File: src/rtl/baeq_regs.svh
// Register offsets, field positions, codes and reset values of the qualifier.
// Included by the package user; definitions only.
`ifndef BAEQ_REGS_SVH
`define BAEQ_REGS_SVH
`define BAEQ_OFF_SEL_A      8'h00
`define BAEQ_OFF_SEL_Q      8'h04
`define BAEQ_OFF_CFG        8'h08
`define BAEQ_OFF_CNT_D      8'h0C
`define BAEQ_OFF_CNT_Q      8'h10
`define BAEQ_OFF_IOQ        8'h14
`define BAEQ_OFF_STAT       8'h18
`define BAEQ_SEL_LSB        25
`define BAEQ_SEL_MSB        31
`define BAEQ_MASK_LSB       9
`define BAEQ_MASK_MSB       24
`define BAEQ_CFG_LSB        13
`define BAEQ_CFG_MSB        15
`define BAEQ_EDGE_BIT       0
`define BAEQ_CODE_DATA      7'h17
`define BAEQ_CODE_QUEUE     7'h05
`define BAEQ_CFG_DATA       3'h6
`define BAEQ_CFG_QUEUE      3'h7
`define BAEQ_SEL_RST        32'h0000_0000
`define BAEQ_CFG_RST        32'h0000_0000
`define BAEQ_MEM_UC         3'h0
`define BAEQ_MEM_WC         3'h1
`define BAEQ_MEM_WT         3'h4
`define BAEQ_MEM_WP         3'h5
`define BAEQ_MEM_WB         3'h6
`define BAEQ_LINE_BYTES     7'h40
`endif

File: src/rtl/baeq_pkg.sv
// Types shared by the bus activity event qualifier.
// Assumes baeq_regs.svh supplies the numeric constants.
package baeq_pkg;
	// Data phase observation, one cycle sample.
	typedef struct packed {
		logic data_ready_signal;
		logic data_busy_signal;
		logic self_drives;
		logic self_samples;
	} baeq_phase_type;
	// One bus sequence queue allocation.
	typedef struct packed {
		logic [1:0] kind;
		logic [1:0] length;
		logic       io;
		logic       lock;
		logic       cacheable;
		logic       split;
		logic       demand;
		logic       ordered;
		logic [2:0] memory_kind;
		logic       from_self;
		logic [6:0] bytes;
		logic       l2_writeback;
	} baeq_alloc_type;
	// In-order queue allocation (older models).
	typedef struct packed {
		logic [4:0] kind;
		logic       is_read;
		logic       is_write;
		logic [4:0] memory_onehot;
		logic       from_self;
		logic [1:0] privilege_level;
	} baeq_ioq_type;
	typedef enum logic [1:0] {
		BAEQ_ST_IDLE  = 2'b00,
		BAEQ_ST_DATA  = 2'b01,
		BAEQ_ST_QUEUE = 2'b10
	} baeq_mode_type;
endpackage

File: src/rtl/baeq_top.sv
// Bus activity event qualifier: data phase and queue allocation counters.
// Assumes a classic Wishbone master on clk_i and bus pins from other agents.
// Operation
// - Data activity code counts matching ready/busy.
// - Mask bit0 counts self-driven data.
// - Mask bit1 counts self-sampled read data.
// - Mask bit2 counts unsampled bus data.
// - Ready lasts two or four clocks.
// - Mask bit3 counts self busy reserve.
// - Repeated busy reserve counts each time.
// - Mask bit4 counts busy for sampled data.
// - Owned and other never both true.
// - Queue code counts matching allocations.
// - Request kind in mask bits 0-1.
// - Request length in mask bits 2-3.
// - Mask bits 5-10 qualify requests.
// - Memory kind in mask bits 11-13.
// - L2 writeback counts its own entry.
// - WB read adds adjacent sector prefetch.
// - Under 64 bytes is a chunk entry.
// - Older in-order trigger equation.
// - In-order count ignores privilege level.
// - In-order entry is line or chunk.
// - Mask bit14 other, bit13 self source.
`timescale 1ns/1ps
`include "baeq_regs.svh"
`default_nettype none
module baeq_top #(
	parameter int CNT_W = 32
) (
	input  wire logic                    clk_i,
	input  wire logic                    rst_i,
	input  wire logic                    cyc_i,
	input  wire logic                    stb_i,
	input  wire logic                    we_i,
	input  wire logic [7:0]              adr_i,
	input  wire logic [3:0]              sel_i,
	input  wire logic [31:0]             dat_i,
	output logic      [31:0]             dat_o,
	output logic                         ack_o,
	input  wire baeq_pkg::baeq_phase_type phase_i,
	input  wire logic                    alloc_valid_i,
	input  wire baeq_pkg::baeq_alloc_type alloc_i,
	input  wire logic                    ioq_valid_i,
	input  wire baeq_pkg::baeq_ioq_type  ioq_i,
	output logic                         data_event_o,
	output logic                         queue_event_o
);
	////////////////////////////////////////////////////////////////////////
	// Registers: selectors (select + mask), config, counters.
	logic [31:0]             sel_a;
	logic [31:0]             sel_q;
	logic [31:0]             cfg;
	logic [CNT_W-1:0]        cnt_d;
	logic [CNT_W-1:0]        cnt_q;
	logic [CNT_W-1:0]        cnt_i;
	logic                    wr;
	logic                    rd;
	baeq_pkg::baeq_phase_type ph1;
	baeq_pkg::baeq_phase_type ph2;
	logic [5:0]              cond;
	logic [5:0]              cond_q;
	logic                    hit_d;
	logic                    hit_dq;
	logic                    hit_q;
	logic                    hit_qq;
	logic                    hit_i;
	logic                    hit_iq;
	logic                    data_mode;
	logic                    queue_mode;
	logic                    edge_d;
	logic                    edge_q;
	logic                    pf_pend;
	logic                    wb_pend;
	logic                    chunk_q;
	logic [15:0]             md;
	logic [15:0]             mq;
	baeq_pkg::baeq_mode_type mode;

	assign wr = cyc_i & stb_i & we_i & ~ack_o;
	assign rd = cyc_i & stb_i & ~ack_o;
	assign md = sel_a[`BAEQ_MASK_MSB:`BAEQ_MASK_LSB];
	assign mq = sel_q[`BAEQ_MASK_MSB:`BAEQ_MASK_LSB];

	// Byte-lane merge for writes.
	function automatic logic [31:0] merge(input logic [31:0] old,
		input logic [31:0] nw, input logic [3:0] be);
		logic [31:0] r;
		r = old;
		for (int i = 0; i < 4; i++) begin
			if (be[i]) begin
				r[i*8 +: 8] = nw[i*8 +: 8];
			end
		end
		return r;
	endfunction

	// Ack one cycle after the strobe, then drop for one cycle.
	always_ff @(posedge clk_i) begin
		if (rst_i) begin
			ack_o <= 1'b0;
		end else begin
			ack_o <= cyc_i & stb_i & ~ack_o;
		end
	end

	// Software writes to selectors and configuration.
	always_ff @(posedge clk_i) begin
		if (rst_i) begin
			sel_a <= `BAEQ_SEL_RST;
			sel_q <= `BAEQ_SEL_RST;
			cfg   <= `BAEQ_CFG_RST;
		end else if (wr) begin
			if (adr_i == `BAEQ_OFF_SEL_A) begin
				sel_a <= merge(sel_a, dat_i, sel_i);
			end
			if (adr_i == `BAEQ_OFF_SEL_Q) begin
				sel_q <= merge(sel_q, dat_i, sel_i);
			end
			if (adr_i == `BAEQ_OFF_CFG) begin
				cfg <= merge(cfg, dat_i, sel_i);
			end
		end
	end

	// Read mux; unmapped addresses read zero and still acknowledge.
	always_ff @(posedge clk_i) begin
		if (rst_i) begin
			dat_o <= 32'h0000_0000;
		end else if (rd) begin
			unique case (adr_i)
				`BAEQ_OFF_SEL_A: dat_o <= sel_a;
				`BAEQ_OFF_SEL_Q: dat_o <= sel_q;
				`BAEQ_OFF_CFG:   dat_o <= cfg;
				`BAEQ_OFF_CNT_D: dat_o <= 32'(cnt_d);
				`BAEQ_OFF_CNT_Q: dat_o <= 32'(cnt_q);
				`BAEQ_OFF_IOQ:   dat_o <= 32'(cnt_i);
				`BAEQ_OFF_STAT:  dat_o <= {27'h000_0000, chunk_q, pf_pend,
					wb_pend, mode};
				default:         dat_o <= 32'h0000_0000;
			endcase
		end
	end

	////////////////////////////////////////////////////////////////////////
	// Bus pins come from other agents, so they pass two flops first.
	always_ff @(posedge clk_i) begin
		if (rst_i) begin
			ph1 <= '0;
			ph2 <= '0;
		end else begin
			ph1 <= phase_i;
			ph2 <= ph1;
		end
	end

	// Classify the data phase. Sampled and unsampled are exclusive by
	// construction because one is the inverse of the other. Ready lasts
	// two or four clocks; each clock is a condition, edge mode folds it.
	always_comb begin
		cond[0] = ph2.data_ready_signal & ph2.self_drives;
		cond[1] = ph2.data_ready_signal & ph2.self_samples;
		cond[2] = ph2.data_ready_signal & ~ph2.self_samples;
		cond[3] = ph2.data_busy_signal & ph2.self_drives;
		cond[4] = ph2.data_busy_signal & ph2.self_samples;
		cond[5] = ph2.data_busy_signal & ~ph2.self_samples;
	end

	assign data_mode  = sel_a[`BAEQ_SEL_MSB:`BAEQ_SEL_LSB]
		== `BAEQ_CODE_DATA
		&& cfg[`BAEQ_CFG_MSB:`BAEQ_CFG_LSB] == `BAEQ_CFG_DATA;
	assign queue_mode = sel_q[`BAEQ_SEL_MSB:`BAEQ_SEL_LSB]
		== `BAEQ_CODE_QUEUE
		&& cfg[`BAEQ_CFG_MSB:`BAEQ_CFG_LSB] == `BAEQ_CFG_QUEUE;
	assign edge_d = cfg[`BAEQ_EDGE_BIT];
	assign edge_q = cfg[`BAEQ_EDGE_BIT];
	assign mode = data_mode ? baeq_pkg::BAEQ_ST_DATA
		: queue_mode ? baeq_pkg::BAEQ_ST_QUEUE : baeq_pkg::BAEQ_ST_IDLE;

	// Data hit: any enabled mask bit sees its condition.
	assign hit_d = data_mode & |(cond & md[5:0]);

	////////////////////////////////////////////////////////////////////////
	// Queue allocation match. A selected field or bit must agree.
	function automatic logic qmatch(input baeq_pkg::baeq_alloc_type a,
		input logic [15:0] m);
		logic ok;
		ok = (a.kind == m[1:0]);
		ok = ok & (a.length == m[3:2]);
		ok = ok & (~m[5] | a.io) & (~m[6] | a.lock);
		ok = ok & (~m[7] | a.cacheable) & (~m[8] | a.split);
		ok = ok & (a.demand == m[9]) & (~m[10] | a.ordered);
		ok = ok & (a.memory_kind == m[13:11]);
		ok = ok & ((m[13] & a.from_self) | (m[14] & ~a.from_self));
		return ok;
	endfunction

	// Entries that hardware adds: an L2 writeback gets its own entry and a
	// write-back read spawns an adjacent sector prefetch one clock later.
	baeq_pkg::baeq_alloc_type pf_ent;
	baeq_pkg::baeq_alloc_type wb_ent;
	always_ff @(posedge clk_i) begin
		if (rst_i) begin
			pf_pend <= 1'b0;
			wb_pend <= 1'b0;
			pf_ent  <= '0;
			wb_ent  <= '0;
		end else begin
			pf_pend <= alloc_valid_i && alloc_i.kind == 2'h0
				&& alloc_i.memory_kind == `BAEQ_MEM_WB
				&& alloc_i.demand;
			pf_ent  <= alloc_i;
			pf_ent.demand <= 1'b0;
			wb_pend <= alloc_valid_i & alloc_i.l2_writeback;
			wb_ent  <= alloc_i;
			wb_ent.kind <= 2'h3;
		end
	end

	// Chunk entries are requests under a line; the bytes field tells.
	logic chunk;
	assign chunk = alloc_i.bytes < `BAEQ_LINE_BYTES;

	// Keep the class of the last allocation so software can see it in the
	// status word; it holds until the next allocation replaces it.
	always_ff @(posedge clk_i) begin
		if (rst_i) begin
			chunk_q <= 1'b0;
		end else if (alloc_valid_i) begin
			chunk_q <= chunk;
		end
	end
	assign hit_q = queue_mode & ((alloc_valid_i & qmatch(alloc_i, mq))
		| (pf_pend & qmatch(pf_ent, mq))
		| (wb_pend & qmatch(wb_ent, mq)));

	////////////////////////////////////////////////////////////////////////
	// Older in-order trigger: memory bits ignored with read/write-all.
	// Privilege level is not looked at.
	logic ioq_req;
	logic ioq_mem;
	assign ioq_req = (ioq_i.kind == mq[4:0]) | (mq[5] & ioq_i.is_read)
		| (mq[6] & ioq_i.is_write);
	assign ioq_mem = (mq[5] | mq[6]) ? 1'b0
		: |(ioq_i.memory_onehot & mq[11:7]);
	assign hit_i = ioq_valid_i & (ioq_req | ioq_mem)
		& ((mq[13] & ioq_i.from_self) | (mq[14] & ~ioq_i.from_self));

	////////////////////////////////////////////////////////////////////////
	// Edge history for the rising-edge qualification.
	always_ff @(posedge clk_i) begin
		if (rst_i) begin
			hit_dq <= 1'b0;
			hit_qq <= 1'b0;
			hit_iq <= 1'b0;
		end else begin
			hit_dq <= hit_d;
			hit_qq <= hit_q;
			hit_iq <= hit_i;
		end
	end

	assign data_event_o  = hit_d & ~(edge_d & hit_dq);
	assign queue_event_o = hit_q & ~(edge_q & hit_qq);

	// Counters advance on each qualified event.
	always_ff @(posedge clk_i) begin
		if (rst_i) begin
			cnt_d <= '0;
			cnt_q <= '0;
			cnt_i <= '0;
		end else begin
			if (data_event_o) begin
				cnt_d <= cnt_d + 1'b1;
			end
			if (queue_event_o) begin
				cnt_q <= cnt_q + 1'b1;
			end
			if (hit_i & ~(edge_q & hit_iq)) begin
				cnt_i <= cnt_i + 1'b1;
			end
		end
	end
endmodule
`default_nettype wire

File: config.mk
export PLATFORM = sky130hd
export DESIGN_NAME = baeq_top
export DESIGN_NICKNAME = d
export VERILOG_FILES = /design/src/rtl/baeq_pkg.sv /design/src/rtl/baeq_top.sv
export VERILOG_INCLUDE_DIRS = /design/src /design/src/rtl
export SDC_FILE = /design/constraint.sdc
export NUM_CORES = 1
export LEC_CHECK = 0
export BUFFER_PORTS_ARGS = -buffer_cell sky130_fd_sc_hd__buf_2
export CAP_MARGIN = 20
export CORE_MARGIN = 8
export CORE_UTILIZATION = 59
export CTS_CLUSTER_SIZE = 14
export DETAILED_ROUTE_END_ITERATION = 10
export HOLD_SLACK_MARGIN = 0.06
export PLACE_DENSITY = 0.8
export SLEW_MARGIN = 20
export SYNTH_ARGS = -nofsm -noshare
export SYNTH_HDL_FRONTEND = slang
export SYNTH_SLANG_ARGS = --single-unit
File: constraint.sdc
create_clock -name clk_i -period 2.6 [get_ports clk_i]
set_input_delay 0.39 -clock clk_i [delete_from_list [all_inputs] [get_ports clk_i]]
set_output_delay 0.39 -clock clk_i [all_outputs]
set_load 0.1 [all_outputs]
==> summary.txt <==
Route
  • WL per Instance: just over 20 microns
  • ANT nets after route: 0
  • Drt via density: around 6.3
  • Residual DRC count: 0
  • Vias: about 12k
  • DRT Pass-1 Iters: 6
  • 1st-iter DRT viols: 1284
  • Final wirelength: 38100 microns

Power
  • Comb pwr share: about 4%
  • Sw frac: roughly 22%
  • Max rail drop VDD: 0.610 mV
  • Power per cell area: 563 nW/um^2
  • Switching Power: 1.79 mW
  • Clock Power Share: 47.3%
  • Pleak: between 5 and 6 nW
  • Flop pwr share: 48.8%
  • Pint: approximately 6.2 mW

Die
  • Initial core utilization: 59.7%
  • Num rows: 52
  • Ports: approximately 130
  • Die area: 25200 sq um
  • Die X: 159 microns
  • Die height: 159 microns
  • Core Area: 20100 sq um

Worst setup path
  • CP max FO: 2
  • Startpoint Class: flop
  • Crit Path Class: flop to output port
  • Worst Reg-to-Reg Cells: 11
  • Worst path arrival time: about 2.3 ns
  • Worst Path Required: around 2.2 ns
  • Kind of end point of the critical path: output port

STA
  • Final setup vio count: 1
  • Final slew viol count: 0
  • Setup_tns: -0.0408 ns
  • Worst Skew: 0.0128 ns
  • Final-report hold violation count: 0
  • Post-layout min period: between 2 and 3 ns
  • Final Cycle Share: 102%
  • Least-Margin Pin Slew: 0.590 ns
  • Final worst slack: -0.0408 ns
  • Max-slew headroom: 59.7%
  • RSZ-0062 raised after global routing: yes
  • Upper clock frequency limit: 379 MHz

Clock network
  • H-tree depth: 1
  • Clk_lat worst skew: 0.54 ns
  • Clock-pin slew on the worst setup and hold paths: 0.06 ns
  • Sink Count: 254
  • CTS tree: done
  • TritonCTS buffer count: 27
  • Clk root buf: clkbuf_16
  • CTS max path bufs: 3

Placement
  • Placer Congestion: 0.927
  • Post-place setup slack: 0.0979 ns
  • Buffers on Ports: between 100 and 150
  • Detailed placement HPWL: 27300 microns

Synth
  • Post-Syn Instances: between 1k and 1.5k
  • Most common cell in the netlist: dfxtp_1
  • Syn_area_per_cell: 8.36 sq um
  • Post-synthesis sequential area ratio: between 40% and 50%
  • Largest cells by area after synthesis: dfxtp_1 42%, nand3_1 6.4%, a21oi_1 6.0%
  • EDFF count, synth: 0
  • Unique masters post-synth: 63
  • Area fraction of the dominant cell type after synthesis: 42.3%
  • Synthesis-stage register bit count: 254
  • Dominant cell type by area after synthesis: dfxtp_1
  • Synth Warn #: 0
  • Syn Nets: 1531
  • Async S/R FF share, synth: 0%
  • Synth Flop Type: dfxtp_1
  • Netlist Area Pre-Place: 12000 sq um
  • Most common library cells after synthesis: 254 x dfxtp_1, 163 x nand2_1, 154 x nand3_1

Finish
  • Sequential cell area: between 5000 and 6000 sq um
  • Multi-input logic area: 6500 sq um
  • P&R area growth vs syn: 18.8%
  • Antenna diode count: 0
  • Fill cells: 1529
  • Nets: 1658
  • Share of cells above drive strength 1: 20.2%

Global routing
  • Total gr overflow: 0
  • Vias in the first global route: 11.1k
  • Initial antenna violation count: 0
  • Global-route wire length before repair: 59200 microns
  • Maximum number of pins on one net before global-route repair: between 60 and 70
  • All-Layer GR Usage: 29.9%

Worst hold path
  • Hold path cells: 2
  • Worst min path class: input pin to flop

Job
  • Max-cap violations: 0

Outcome
  • Status: finished with violations
  • Violated checks: negative setup slack
[critical path: stages (launching register included)]
cell,delay [ns]
dfxtp_2,0.33
nor4_4,0.27
buf_4,0.16
nand4_1,0.11
buf_6,0.16
nor3_4,0.16
a31oi_4,0.14
nor2_4,0.18
buf_12,0.20
[sequential cells by signal, summed over array words and instances, names as in the netlist, 2 cells and up]
name	count
wb_ent	13
cnt_d	32
cnt_q	32
pf_ent	2
sel_a	32
ph2	4
cnt_i	32
sel_q	32
ph1	4
dat_o	32
cfg	32
[per-layer routing]
| metal | up-vias | global-route usage, % | part of all wire, % |
|---|---|---|---|
| li1 | 5448 | - | - |
| met1 | 5520 | 39.6 | 40 |
| met2 | 649 | 46.4 | 45 |
| met3 | 92 | 6.24 | 11 |
| met4 | 0 | 12.6 | 4.1 |
| met5 | - | 0 | 0 |
[layout by cell type, fill, tap and decap left out, types with 4 or more instances in the layout]
cell type  synthesis  final
nor4_1             9      9
a21oi_1          144    144
or4_1              6      6
or3_1             10     10
a211oi_1           9      8
nand2b_1           8      8
o2111ai_1          4      4
a222oi_1           7      7
nor3_2             7      8
a22oi_1           86     86
buf_2             27    115
nand4_1           31     31
and4_1             8      8
inv_1             24     24
mux2_2            34     34
clkbuf_1          71      6
nor3_1            19     17
a2111oi_0          8      7
clkbuf_16          0     27
xor2_1            14     14
nor2_1            97     93
buf_4              0     71
o21ai_0           14     14
a2111oi_2          4      5
dfxtp_1          254    251
clkbuf_8           0      8
xnor2_1           43     43
and3_1            26     25
a31o_2             4      4
a22o_1            33     33
o31ai_1            6      6
nand2_1          163    163
nor2b_1           55     55
buf_6              1      4
o21a_1             4      4
and2_1             7      5
nand3_1          154    154
buf_12             0     10
[logic make-up (layout without fill, tap and decap cells)]
logic type	count (synthesis)	in the layout	share of synthesized area (%)
fa+ha+maj	3	3	0.313
simple gates	616	616	26.1
flops	254	254	42.3
mux	38	38	3.53
buf+inv	129	275	4.39
compound gates	339	339	19.2
xor+xnor	57	57	4.16
[layout make-up]
type	count	area share (%)
clock buffer	41	5.66
clock inverter	7	0.482
multi-input combinational	1053	45.6
inverter	25	0.657
timing repair buffer	202	9.62
sequential	254	35.7
tap	270	2.37
[power groups by stage]
stage	clock network, mW	logic (mW)	registers [mW]
after floorplan	0	0.136	4.01
after global placement	0	0.294	4.01
after detailed placement	0	0.298	4.01
after CTS	3.80	0.305	3.92
after global routing	3.97	0.335	3.92
final	3.80	0.313	3.92
[worst paths after layout]
check | from | end | slack [ns]
setup reg to reg | sel_q[29] | cnt_q[0] | 0.01
hold / removal | phase_i[0] | ph1[0] | 0.07
hold reg to reg | ph1[3] | ph2[3] | 0.45
setup / recovery | sel_q[29] | queue_event_o | -0.04
[what timing repair did]
item                                   4_1_cts  5_1_grt
endpoints found under the hold margin        2        0
pin swaps                                    5        1
setup endpoints to repair                    2       12
buffers inserted                             4        2
hold buffers                                 2        0
resized for setup                           12        9
[metrics by stage]
| step | area (sq um) | hold WS, ns | util (%) | total power, mW | std cells |
|---|---|---|---|---|---|
| final | 14300 | 0.0712 | 71.0 | 8.04 | 1852 |
| after global routing | 14300 | 0.0627 | 71.0 | 8.23 | 1852 |
| after CTS | 14200 | 0.0649 | 70.7 | 8.03 | 1850 |
| after detailed placement | 13200 | 0.436 | 65.8 | 4.31 | 1796 |
| after global placement | 13200 | 0.432 | 65.8 | 4.30 | 1796 |
| after floorplan | 12000 | 0.414 | - | 4.14 | 1436 |
(Power assumes the default switching activity.)
